==> src/core/hms_pkg.sv <==
// Constants, encodings and state type for the halt mode sequencer
package hms_pkg;

    // Encoding of the halt mode requested by the CPU
    localparam logic [1:0] HMS_MODE_LIGHT    = 2'h1;
    localparam logic [1:0] HMS_MODE_DEEP     = 2'h2;
    localparam logic [1:0] HMS_MODE_STOP     = 2'h3;

    // Warm-up count select codes
    localparam logic [1:0] HMS_WUP_SEL_SHORT = 2'h1;
    localparam logic [1:0] HMS_WUP_SEL_MID   = 2'h2;
    localparam logic [1:0] HMS_WUP_SEL_LONG  = 2'h3;

    // Warm-up lengths in ticks of the selected clock
    localparam int         HMS_WARM_SHORT    = 2 ** 8;
    localparam int         HMS_WARM_MID      = 2 ** 14;
    localparam int         HMS_WARM_LONG     = 2 ** 16;
    localparam int         HMS_CNT_W         = 17;
    localparam logic [16:0] HMS_FLASH_CYCLES = 17'h01000;

    // Reset values of the gating outputs
    localparam logic       HMS_RST_RUN       = 1'b1;

    typedef enum logic [5:0] {
        HMS_RUN        = 6'h01,
        HMS_LIGHT      = 6'h02,
        HMS_DEEP       = 6'h04,
        HMS_STOP       = 6'h08,
        HMS_OSC_WARM   = 6'h10,
        HMS_FLASH_WARM = 6'h20
    } hms_state_t;

endpackage

==> src/core/hms_warmup_counter.sv <==
// Down counter that times the oscillator and flash warm-up phases
`timescale 1ns/1ps
module hms_warmup_counter #(
    parameter int CNT_W = 17
) (
    input  wire logic             core_clk,
    input  wire logic             rst_b,
    input  wire logic             clk_en,
    input  wire logic             start,
    input  wire logic [CNT_W-1:0] length,
    input  wire logic             tick,
    output logic                  done
);
    logic [CNT_W-1:0] count;
    logic             busy;

    // A start always reloads, so a phase change never inherits a stale count
    always_ff @(posedge core_clk or negedge rst_b) begin
        if (!rst_b) begin
            count <= '0;
            busy  <= 1'b0;
            done  <= 1'b0;
        end else if (clk_en) begin
            done <= 1'b0;
            if (start) begin
                count <= length;
                busy  <= 1'b1;
            end else if (busy && tick) begin
                count <= count - CNT_W'(1);
                if (count == CNT_W'(1)) begin
                    busy <= 1'b0;
                    done <= 1'b1;
                end
            end
        end
    end
endmodule

==> src/core/hms_halt_sequencer.sv <==
// Halt mode sequencer: idle and stop states, wake-up and warm-up timing
// How it works
// - Light idle clocks only selected peripherals
// - CPU fetches nothing while in light idle
// - Deep idle keeps only oscillator and timer
// - Deep idle stops system clock distribution
// - Wake requests detected independent of system clock
// - Wake requests synchronized before operation resumes
// - Stop halts everything including the oscillator
// - Clock resumes after oscillator and flash warm-up
// - Select code sets oscillator warm-up count
// - Flash warm-up waits 4096 selected-clock ticks
// - Qualified enabled interrupt wakes, CPU services it
// - Stop release completes only after warm-up
`timescale 1ns/1ps
module hms_halt_sequencer
    import hms_pkg::*;
#(
    parameter int NUM_PERIPH        = 8,
    parameter int NUM_IRQ           = 8,
    parameter int WARM_SHORT_CYCLES = HMS_WARM_SHORT,
    parameter int WARM_MID_CYCLES   = HMS_WARM_MID,
    parameter int WARM_LONG_CYCLES  = HMS_WARM_LONG
) (
    input  wire logic                  core_clk,
    input  wire logic                  rst_b,
    input  wire logic                  clk_en,
    input  wire logic                  halt_req,
    input  wire logic [1:0]            halt_mode,
    input  wire logic [NUM_PERIPH-1:0] periph_keep,
    input  wire logic [1:0]            warmup_count_select,
    input  wire logic                  clock_source_slow,
    input  wire logic                  slow_clock,
    input  wire logic [NUM_IRQ-1:0]    irq_pin,
    input  wire logic                  nmi_pin,
    input  wire logic [NUM_IRQ-1:0]    irq_enable,
    input  wire logic [NUM_IRQ-1:0][2:0] irq_level,
    input  wire logic [2:0]            mask_level,
    output logic                       cpu_fetch_en,
    output logic                       sys_clk_en,
    output logic [NUM_PERIPH-1:0]      periph_clk_en,
    output logic                       osc_en,
    output logic                       clock_timer_en,
    output logic                       wake_service,
    output logic                       halted
);
    hms_state_t             state;
    hms_state_t             next_state;
    logic [NUM_IRQ-1:0]     irq_sync1;
    logic [NUM_IRQ-1:0]     irq_sync2;
    logic                   nmi_sync1;
    logic                   nmi_sync2;
    logic                   slow_sync1;
    logic                   slow_sync2;
    logic                   slow_sync3;
    logic [NUM_IRQ-1:0]     irq_ok;
    logic                   wake_any;
    logic                   slow_tick;
    logic                   warm_tick;
    logic                   warm_start;
    logic                   warm_done;
    logic [HMS_CNT_W-1:0]   osc_len;
    logic [HMS_CNT_W-1:0]   warm_len;
    logic [HMS_CNT_W-1:0]   phase_cycles;
    logic [HMS_CNT_W-1:0]   loaded_len;

    // Pins sampled on the free-running core clock, never the gated one
    always_ff @(posedge core_clk or negedge rst_b) begin
        if (!rst_b) begin
            irq_sync1  <= '0;
            irq_sync2  <= '0;
            nmi_sync1  <= 1'b0;
            nmi_sync2  <= 1'b0;
            slow_sync1 <= 1'b0;
            slow_sync2 <= 1'b0;
            slow_sync3 <= 1'b0;
        end else if (clk_en) begin
            irq_sync1  <= irq_pin;
            irq_sync2  <= irq_sync1;
            nmi_sync1  <= nmi_pin;
            nmi_sync2  <= nmi_sync1;
            slow_sync1 <= slow_clock;
            slow_sync2 <= slow_sync1;
            slow_sync3 <= slow_sync2;
        end
    end

    genvar gi;
    generate
        for (gi = 0; gi < NUM_IRQ; gi++) begin : g_irq
            // Level at or above the mask qualifies
            assign irq_ok[gi] = irq_sync2[gi] && irq_enable[gi] && (irq_level[gi] >= mask_level);
        end
    endgenerate

    assign wake_any  = (|irq_ok) || nmi_sync2;
    assign slow_tick = slow_sync2 && !slow_sync3;
    // Warm-up ticks come from the clock chosen by the source bit
    assign warm_tick = clock_source_slow ? slow_tick : 1'b1;

    always_comb begin
        unique case (warmup_count_select)
            HMS_WUP_SEL_MID:  osc_len = HMS_CNT_W'(WARM_MID_CYCLES);
            HMS_WUP_SEL_LONG: osc_len = HMS_CNT_W'(WARM_LONG_CYCLES);
            default:          osc_len = HMS_CNT_W'(WARM_SHORT_CYCLES);
        endcase
    end

    always_comb begin
        next_state = state;
        warm_start = 1'b0;
        warm_len   = osc_len;
        unique case (state)
            HMS_RUN: begin
                if (halt_req && halt_mode == HMS_MODE_LIGHT) begin
                    next_state = HMS_LIGHT;
                end else if (halt_req && halt_mode == HMS_MODE_DEEP) begin
                    next_state = HMS_DEEP;
                end else if (halt_req && halt_mode == HMS_MODE_STOP) begin
                    next_state = HMS_STOP;
                end
            end
            HMS_LIGHT, HMS_DEEP: begin
                if (wake_any) begin
                    next_state = HMS_RUN;
                end
            end
            HMS_STOP: begin
                if (wake_any) begin
                    next_state = HMS_OSC_WARM;
                    warm_start = 1'b1;
                end
            end
            HMS_OSC_WARM: begin
                if (warm_done) begin
                    next_state = HMS_FLASH_WARM;
                    warm_start = 1'b1;
                    warm_len   = HMS_FLASH_CYCLES;
                end
            end
            HMS_FLASH_WARM: begin
                if (warm_done) begin
                    next_state = HMS_RUN;
                end
            end
            default: next_state = HMS_RUN;
        endcase
    end

    hms_warmup_counter #(
        .CNT_W (HMS_CNT_W)
    ) u_warmup (
        .core_clk (core_clk),
        .rst_b    (rst_b),
        .clk_en   (clk_en),
        .start    (warm_start),
        .length   (warm_len),
        .tick     (warm_tick),
        .done     (warm_done)
    );

    always_ff @(posedge core_clk or negedge rst_b) begin
        if (!rst_b) begin
            state <= HMS_RUN;
        end else if (clk_en) begin
            state <= next_state;
        end
    end

    // Gates follow next_state so they change on the same edge as the state
    always_ff @(posedge core_clk or negedge rst_b) begin
        if (!rst_b) begin
            cpu_fetch_en   <= HMS_RST_RUN;
            sys_clk_en     <= HMS_RST_RUN;
            periph_clk_en  <= '1;
            osc_en         <= HMS_RST_RUN;
            clock_timer_en <= HMS_RST_RUN;
            wake_service   <= 1'b0;
            halted         <= 1'b0;
        end else if (clk_en) begin
            cpu_fetch_en   <= (next_state == HMS_RUN);
            sys_clk_en     <= (next_state == HMS_RUN) || (next_state == HMS_LIGHT);
            if (next_state == HMS_RUN) begin
                periph_clk_en <= '1;
            end else if (next_state == HMS_LIGHT) begin
                periph_clk_en <= periph_keep;
            end else begin
                periph_clk_en <= '0;
            end
            osc_en         <= (next_state != HMS_STOP);
            clock_timer_en <= (next_state != HMS_STOP);
            wake_service   <= (state != HMS_RUN) && (next_state == HMS_RUN);
            halted         <= (next_state != HMS_RUN);
        end
    end

    // Helper logic for the checks below
    always_ff @(posedge core_clk or negedge rst_b) begin
        if (!rst_b) begin
            phase_cycles <= '0;
            loaded_len   <= '0;
        end else if (clk_en) begin
            phase_cycles <= (next_state != state) ? '0 : phase_cycles + HMS_CNT_W'(1);
            if (warm_start) begin
                loaded_len <= warm_len;
            end
        end
    end
endmodule

==> config.mk <==
export PLATFORM = sky130hd
export DESIGN_NAME = hms_halt_sequencer
export DESIGN_NICKNAME = d
export VERILOG_FILES = /design/src/core/hms_pkg.sv /design/src/core/hms_warmup_counter.sv /design/src/core/hms_halt_sequencer.sv
export SDC_FILE = /design/constraint.sdc
export NUM_CORES = 1
export LEC_CHECK = 0
export BUFFER_PORTS_ARGS = -buffer_cell sky130_fd_sc_hd__buf_2
export CORE_MARGIN = 1
export CORE_UTILIZATION = 55
export DETAILED_ROUTE_END_ITERATION = 12
export PLACE_DENSITY = 0.77
export SLEW_MARGIN = 20
export SYNTH_ARGS = -nofsm -noshare
export SYNTH_HDL_FRONTEND = slang
export SYNTH_SLANG_ARGS = --single-unit
==> constraint.sdc <==
create_clock -name core_clk -period 4.2 [get_ports core_clk]
set_input_delay 0.84 -clock core_clk [delete_from_list [all_inputs] [get_ports core_clk]]
set_output_delay 0.84 -clock core_clk [all_outputs]
set_load 0.005 [all_outputs]
# After elaboration in Yosys (flattened, before gate mapping)
# Index checks and enable logic that the tools add are counted.
[totals]
ff_bits = 59
out_inout_bits = 14
[classes]
n_addsub = 1
reduce_logical = 31
order_cmp = 8
muxes = 25
eq_ne = 17
[op_table]
columns = ["op", "count"]
rows = [
  ["2-to-1 mux 17 bit", 4],
  ["2-to-1 mux 6 bit", 7],
  ["one-hot mux 17 bit (2 select lines)", 1],
  ["one-hot mux 6 bit (5 select lines)", 1],
  ["greater-or-equal comparator 3 bit", 8],
  ["logical AND 1 bit", 22],
  ["== test 17 x 1 -> 1 bit, second input constant", 1],
  ["subtractor 17 x 1 -> 17 bit, second input constant", 1],
  ["2-to-1 mux 8 bit", 2],
  ["== test 6 x 1 -> 1 bit, second input constant", 2],
  ["== test 6 x 2 -> 1 bit, second input constant", 2],
  ["inequality test 6 x 1 -> 1 bit, second input constant", 2],
  ["2-to-1 mux 1 bit", 9],
  ["== test 2 bit, second input constant", 4],
  ["OR reduction 8 bit", 1],
  ["== test 6 x 3 -> 1 bit, second input constant", 1],
  ["== test 6 x 4 -> 1 bit, second input constant", 1],
  ["== test 6 x 5 -> 1 bit, second input constant", 1],
  ["== test 6 bit, second input constant", 1],
  ["inequality test 6 x 4 -> 1 bit, second input constant", 1],
  ["nonzero test 2 bit", 2],
  ["AND reduction 3 bit", 1],
  ["== test 2 x 1 -> 1 bit, second input constant", 1],
  ["logical OR 1 bit", 2],
  ["other kinds (4)", 4],
]

# Longest topological paths before layout
[logic_depth]
ltp_word = 9
mapped_depth = 11
ltp_nobuf = 9

# Cells and area by module
# A second synthesis with hierarchy kept.
[hier_totals]
hier_cells = 381
hier_area_um2 = 3643.5
[by_module_without_submodules]
columns = ["module", "cells_each", "seq_area_each_um2", "instances", "area_each_um2"]
rows = [
  ["hms_halt_sequencer", 240, 1016.0, 1, 2429.8],
  ["hms_warmup_counter", 141, 475.5, 1, 1213.7],
]

# Worst setup path after synthesis
# OpenSTA, ideal clock, no wires.
[synth_path]
kind = "input -> register"
startpoint = "in mask_level[2]"
endpoint = "reg periph_clk_en[0]"
path_stages = 11
n_path_buf = 2
setup_ns = 0.083
path_slack_ns = 1.150
arrival_time_ns = 2.966
cell_sequence = "inv_1 -> ha_1 -> a21o_1 -> a31oi_1 -> o22ai_1 -> or4_1 -> buf_6 -> a211o_1 -> nor2_1 -> buf_2 -> a21oi_1"
[synth_via]
elab_chain_cells = 9
word_cells_on_any_way = 25
classes_between = "order compare: 8; eq/ne: 2; mux: 5; reduce/logical: 10"
[synth_lines]
columns = ["element", "line", "source"]
rows = [
  ["start, declared", "hms_halt_sequencer.sv:38", "input wire logic [2:0] mask_level,"],
  ["greater-or-equal comparator 3 bit", "hms_halt_sequencer.sv:92", "assign irq_ok[gi] = irq_sync2[gi] && irq_enable[gi] && (irq_level[gi] >= mask_level);"],
  ["logical AND 1 bit", "hms_halt_sequencer.sv:92", ""],
  ["OR reduction 8 bit *", "hms_halt_sequencer.sv:96", "assign wake_any = (|irq_ok) || nmi_sync2;"],
  ["logical OR 1 bit *", "hms_halt_sequencer.sv:96", ""],
  ["2-to-1 mux 6 bit (on tied branches)", "hms_halt_sequencer.sv:129, hms_halt_sequencer.sv:124", ""],
  ["one-hot mux 6 bit (5 select lines) *", "hms_halt_sequencer.sv:113", "unique case (state)"],
  ["== test 6 x 2 -> 1 bit", "hms_halt_sequencer.sv:185", "end else if (next_state == HMS_LIGHT) begin"],
  ["2-to-1 mux 8 bit", "hms_halt_sequencer.sv:185", ""],
  ["2-to-1 mux 8 bit *", "hms_halt_sequencer.sv:183", "if (next_state == HMS_RUN) begin"],
  ["end signal, assigned", "hms_halt_sequencer.sv:186", "periph_clk_en <= periph_keep;"],
  ["end, declared", "hms_halt_sequencer.sv:41", "output logic [NUM_PERIPH-1:0] periph_clk_en,"],
]
# Mark *: on every way between the ends. The rest lies on a longest branch, timed or not.
# A chain may end at the register's enable or synchronous reset.

# Final worst setup path
[layout_path]
startpoint = "in mask_level[2]"
endpoint = "reg u_warmup.count[11]"
[layout_via]
elab_chain_cells = 8
word_cells_on_any_way = 23
classes_between = "order compare: 8; mux: 3; reduce/logical: 12"
[layout_lines]
columns = ["element", "line", "source"]
rows = [
  ["greater-or-equal comparator 3 bit", "hms_halt_sequencer.sv:92", ""],
  ["logical AND 1 bit", "hms_halt_sequencer.sv:92", ""],
  ["OR reduction 8 bit *", "hms_halt_sequencer.sv:96", ""],
  ["logical OR 1 bit *", "hms_halt_sequencer.sv:96", ""],
  ["2-to-1 mux 1 bit *", "hms_halt_sequencer.sv:129", "if (wake_any) begin"],
  ["one-hot mux 1 bit (2 select lines) *", "hms_halt_sequencer.sv:113", ""],
  ["nonzero test 2 bit (no source line)", "--", ""],
  ["AND reduction 2 bit (no source line)", "--", ""],
  ["end signal, assigned", "hms_warmup_counter.sv:26", "count <= length;"],
  ["end signal, assigned", "hms_warmup_counter.sv:29", "count <= count - CNT_W'(1);"],
  ["end, declared", "hms_warmup_counter.sv:14", "logic [CNT_W-1:0] count;"],
]
# Marked as above.

==> run metrics <==
Slew headroom=49.9%; Final Hold Viols=0; DP Wirelength=roughly 5600 um; worst r2r dst=u_warmup.count[13]; die height=81.2 um; WHS Path Cells=1; # clock sinks=59; FF-to-FF setup slack=1830 ps; Worst EP required=4450 ps; syn_area_per_cell=a little under 10 sq um; clock slew at reported path FFs=70 ps; cells taking the most area after synthesis=dfrtp_1 34%, ha_1 9.4%, dfstp_2 9.1%; Total GRT Usage=25.7%; Netlist cell types=60; R2R depth=6; Num CTS Buffers=9; leading area contributor after synthesis=dfrtp_1; layout cells sized above 1=a little under a third; IO buf count=75; peak supply drop=about 0.00042 V; final worst path period need=3180 ps; drt wl/cell=14.8 um; # Post-CTS Setup Buffers=0; # fillers=468; Final Slew Violations=0; final number of setup-violating endpoints=0; initial antenna violation count=0; synthesized instance count=about 350; Startpoint Class=input port; slew at the pin with the worst max-slew slack=752 ps; RR Startpoint=state[2]; clock latency at the later pin of the worst-skew pair=330 ps; GP Congestion=0.882; CTS Root Buffer Type=clkbuf_8; count of flip-flops with a built-in enable after synthesis=0; maxcap violations=0; clk buf depth=2; Cell Area, Synth=roughly 0.0034 sq mm; run status=complete, no violations; CTS tree=yes; Final TNS setup=0 ps; Fmax=314 MHz; Total Power=slightly above 2 mW; non-filler cells, final=503; CTS resizes=0; number of vias per cell=5.65; vias in the first global route=2,861; Worst Path Arrival=3430 ps; Synth Net Count=between 400 and 500; n_diodes=0; Yosys Warn Count=0; CORE AREA=around 0.0060 sq mm; die area=0.00659 sq mm; worst-path fanout max=9; Yosys reg bits=between 50 and 60; DRT Wirelength=7450 um; # placed instances=approximately 500; Site Rows=28; first-pass GRT wire length=12,600 um; starting density of the core=57.6%; grt total ovfl=0; initial drt markers=between 200 and 250; Reg area=0.00149 sq mm; largest net degree at the start of global routing=35; hold_buf cts=0; count leader, synth=dfrtp_1; clock skew=7.36 ps; crit-path max cell delay=~660 ps; DRC=0; H-tree depth=3; drt first pass iters=6; CP max-delay cell=or4_1; worst hold path class=flop to flop; Seq/Total Area, Yosys=43.3%; area added between synthesis and finish=17.3%; Vias=2,840; worst setup path category=input port to flop; worst path cell trace=buf_2 -> inv_1 -> ha_1 -> a21o_1 -> a31oi_1 -> o221ai_1 -> or4_1 -> a221oi_4 -> o21a_1 -> a2bb2oi_1; Hold EP=u_warmup.count[16]; RSZ-0062 raised after global routing=no; min-delay src=u_warmup.count[16]; IO Pins=76; async set-or-reset flop fraction in the synthesized netlist=100%; top post-synthesis cells by count=47 x dfrtp_1, 38 x nor2_1, 32 x nand2_1; Worst Setup End Kind=flop; Antenna Nets Post-Route=0; final period utilization=75.8%; Multi-input gate area=0.00181 sq mm; Post-layout nets=511; leak pwr=1.92 nW; pwr dens=504 mW/mm^2; ys flop type=dfrtp_1; top-area cell type share of the netlist area=around a third; Die W=~81 um
[metrics by stage]
step | worst slack (ps) | utilization [%] | hold WS [ps] | cell area [sq um]
final | 1020 | 67.5 | 481 | 4040
after global routing | 816 | 67.5 | 497 | 4040
after CTS | 1020 | 67.5 | 485 | 4040
after detailed placement | 669 | 64.5 | 467 | 3860
after global placement | 725 | 64.5 | 458 | 3860
after floorplan | 1150 | - | 443 | 3450
[area by class of cell]
type,count,share of cell area (%)
clock buffer,12,3.84
inverter,19,1.76
tap,75,2.32
multi-input combinational,256,44.7
clock inverter,4,0.619
timing repair buffer,78,9.84
sequential,59,36.9
[critical path, delay by kind of cell]
kind / cells / cell delay (ps)
AOI/OAI and AO/OA: 6 / 1330
buffers and inverters: 2 / 310
and+or+nand+nor: 1 / 660
adders and majority gates: 1 / 300
[cell usage in the layout, fill, tap and decap left out, types with 8 or more instances in the layout]
master	instances
xnor2_1	8
dfrtp_1	47
clkbuf_8	11
o21ai_0	15
a21o_1	10
a21oi_1	14
nand3_1	9
nand2_1	32
nor2_1	38
inv_1	18
dfstp_2	12
buf_2	75
ha_1	26
mux2_2	21
a31oi_1	8
nand2b_1	8
[power breakdown]
part | leakage, nW | total (mW) | switching (mW) | internal, mW
registers | 0.709 | 0.930 | 0.154 | 0.776
clock network | 0.0884 | 0.462 | 0.218 | 0.244
logic | 1.13 | 0.647 | 0.344 | 0.303
[state kept, by name, indices dropped and copies added (netlist names), 6 cells and up]
register,flops
irq_sync1,8
state,6
u_warmup.count,17
irq_sync2,8
periph_clk_en,8
[layer usage]
metal,vias up,wire length (um),GRT usage (%)
met1,1334,3300,32.4
li1,1395,-,-
met3,13,440,6.97
met4,0,139,10.0
met5,-,0,0
met2,98,3570,41.8
[how the worst max path moves through the flow]
stage	from	endpoint	slack, ps	cells past startpoint
2_1_floorplan	mask_level[2]	periph_clk_en[0]	1150	11
3_3_place_gp	mask_level[2]	u_warmup.count[11]	730	10
3_5_place_dp	mask_level[2]	u_warmup.count[11]	670	10
4_1_cts	mask_level[2]	u_warmup.count[11]	1020	10
5_1_grt	mask_level[2]	u_warmup.count[11]	820	10
6_report	mask_level[2]	u_warmup.count[11]	1020	10
[cell families after synthesis]
kind of cell,count (synthesis),synth area share (%)
buffers and inverters,32,4.28
AND/OR/NAND/NOR,126,18.8
XOR/XNOR,10,2.54
AO/OA/AOI/OAI,72,14.5
adder cells (fa/ha/maj),26,9.43
multiplexers,22,7.15
flip-flops,59,43.3
(Power assumes the default switching activity.)
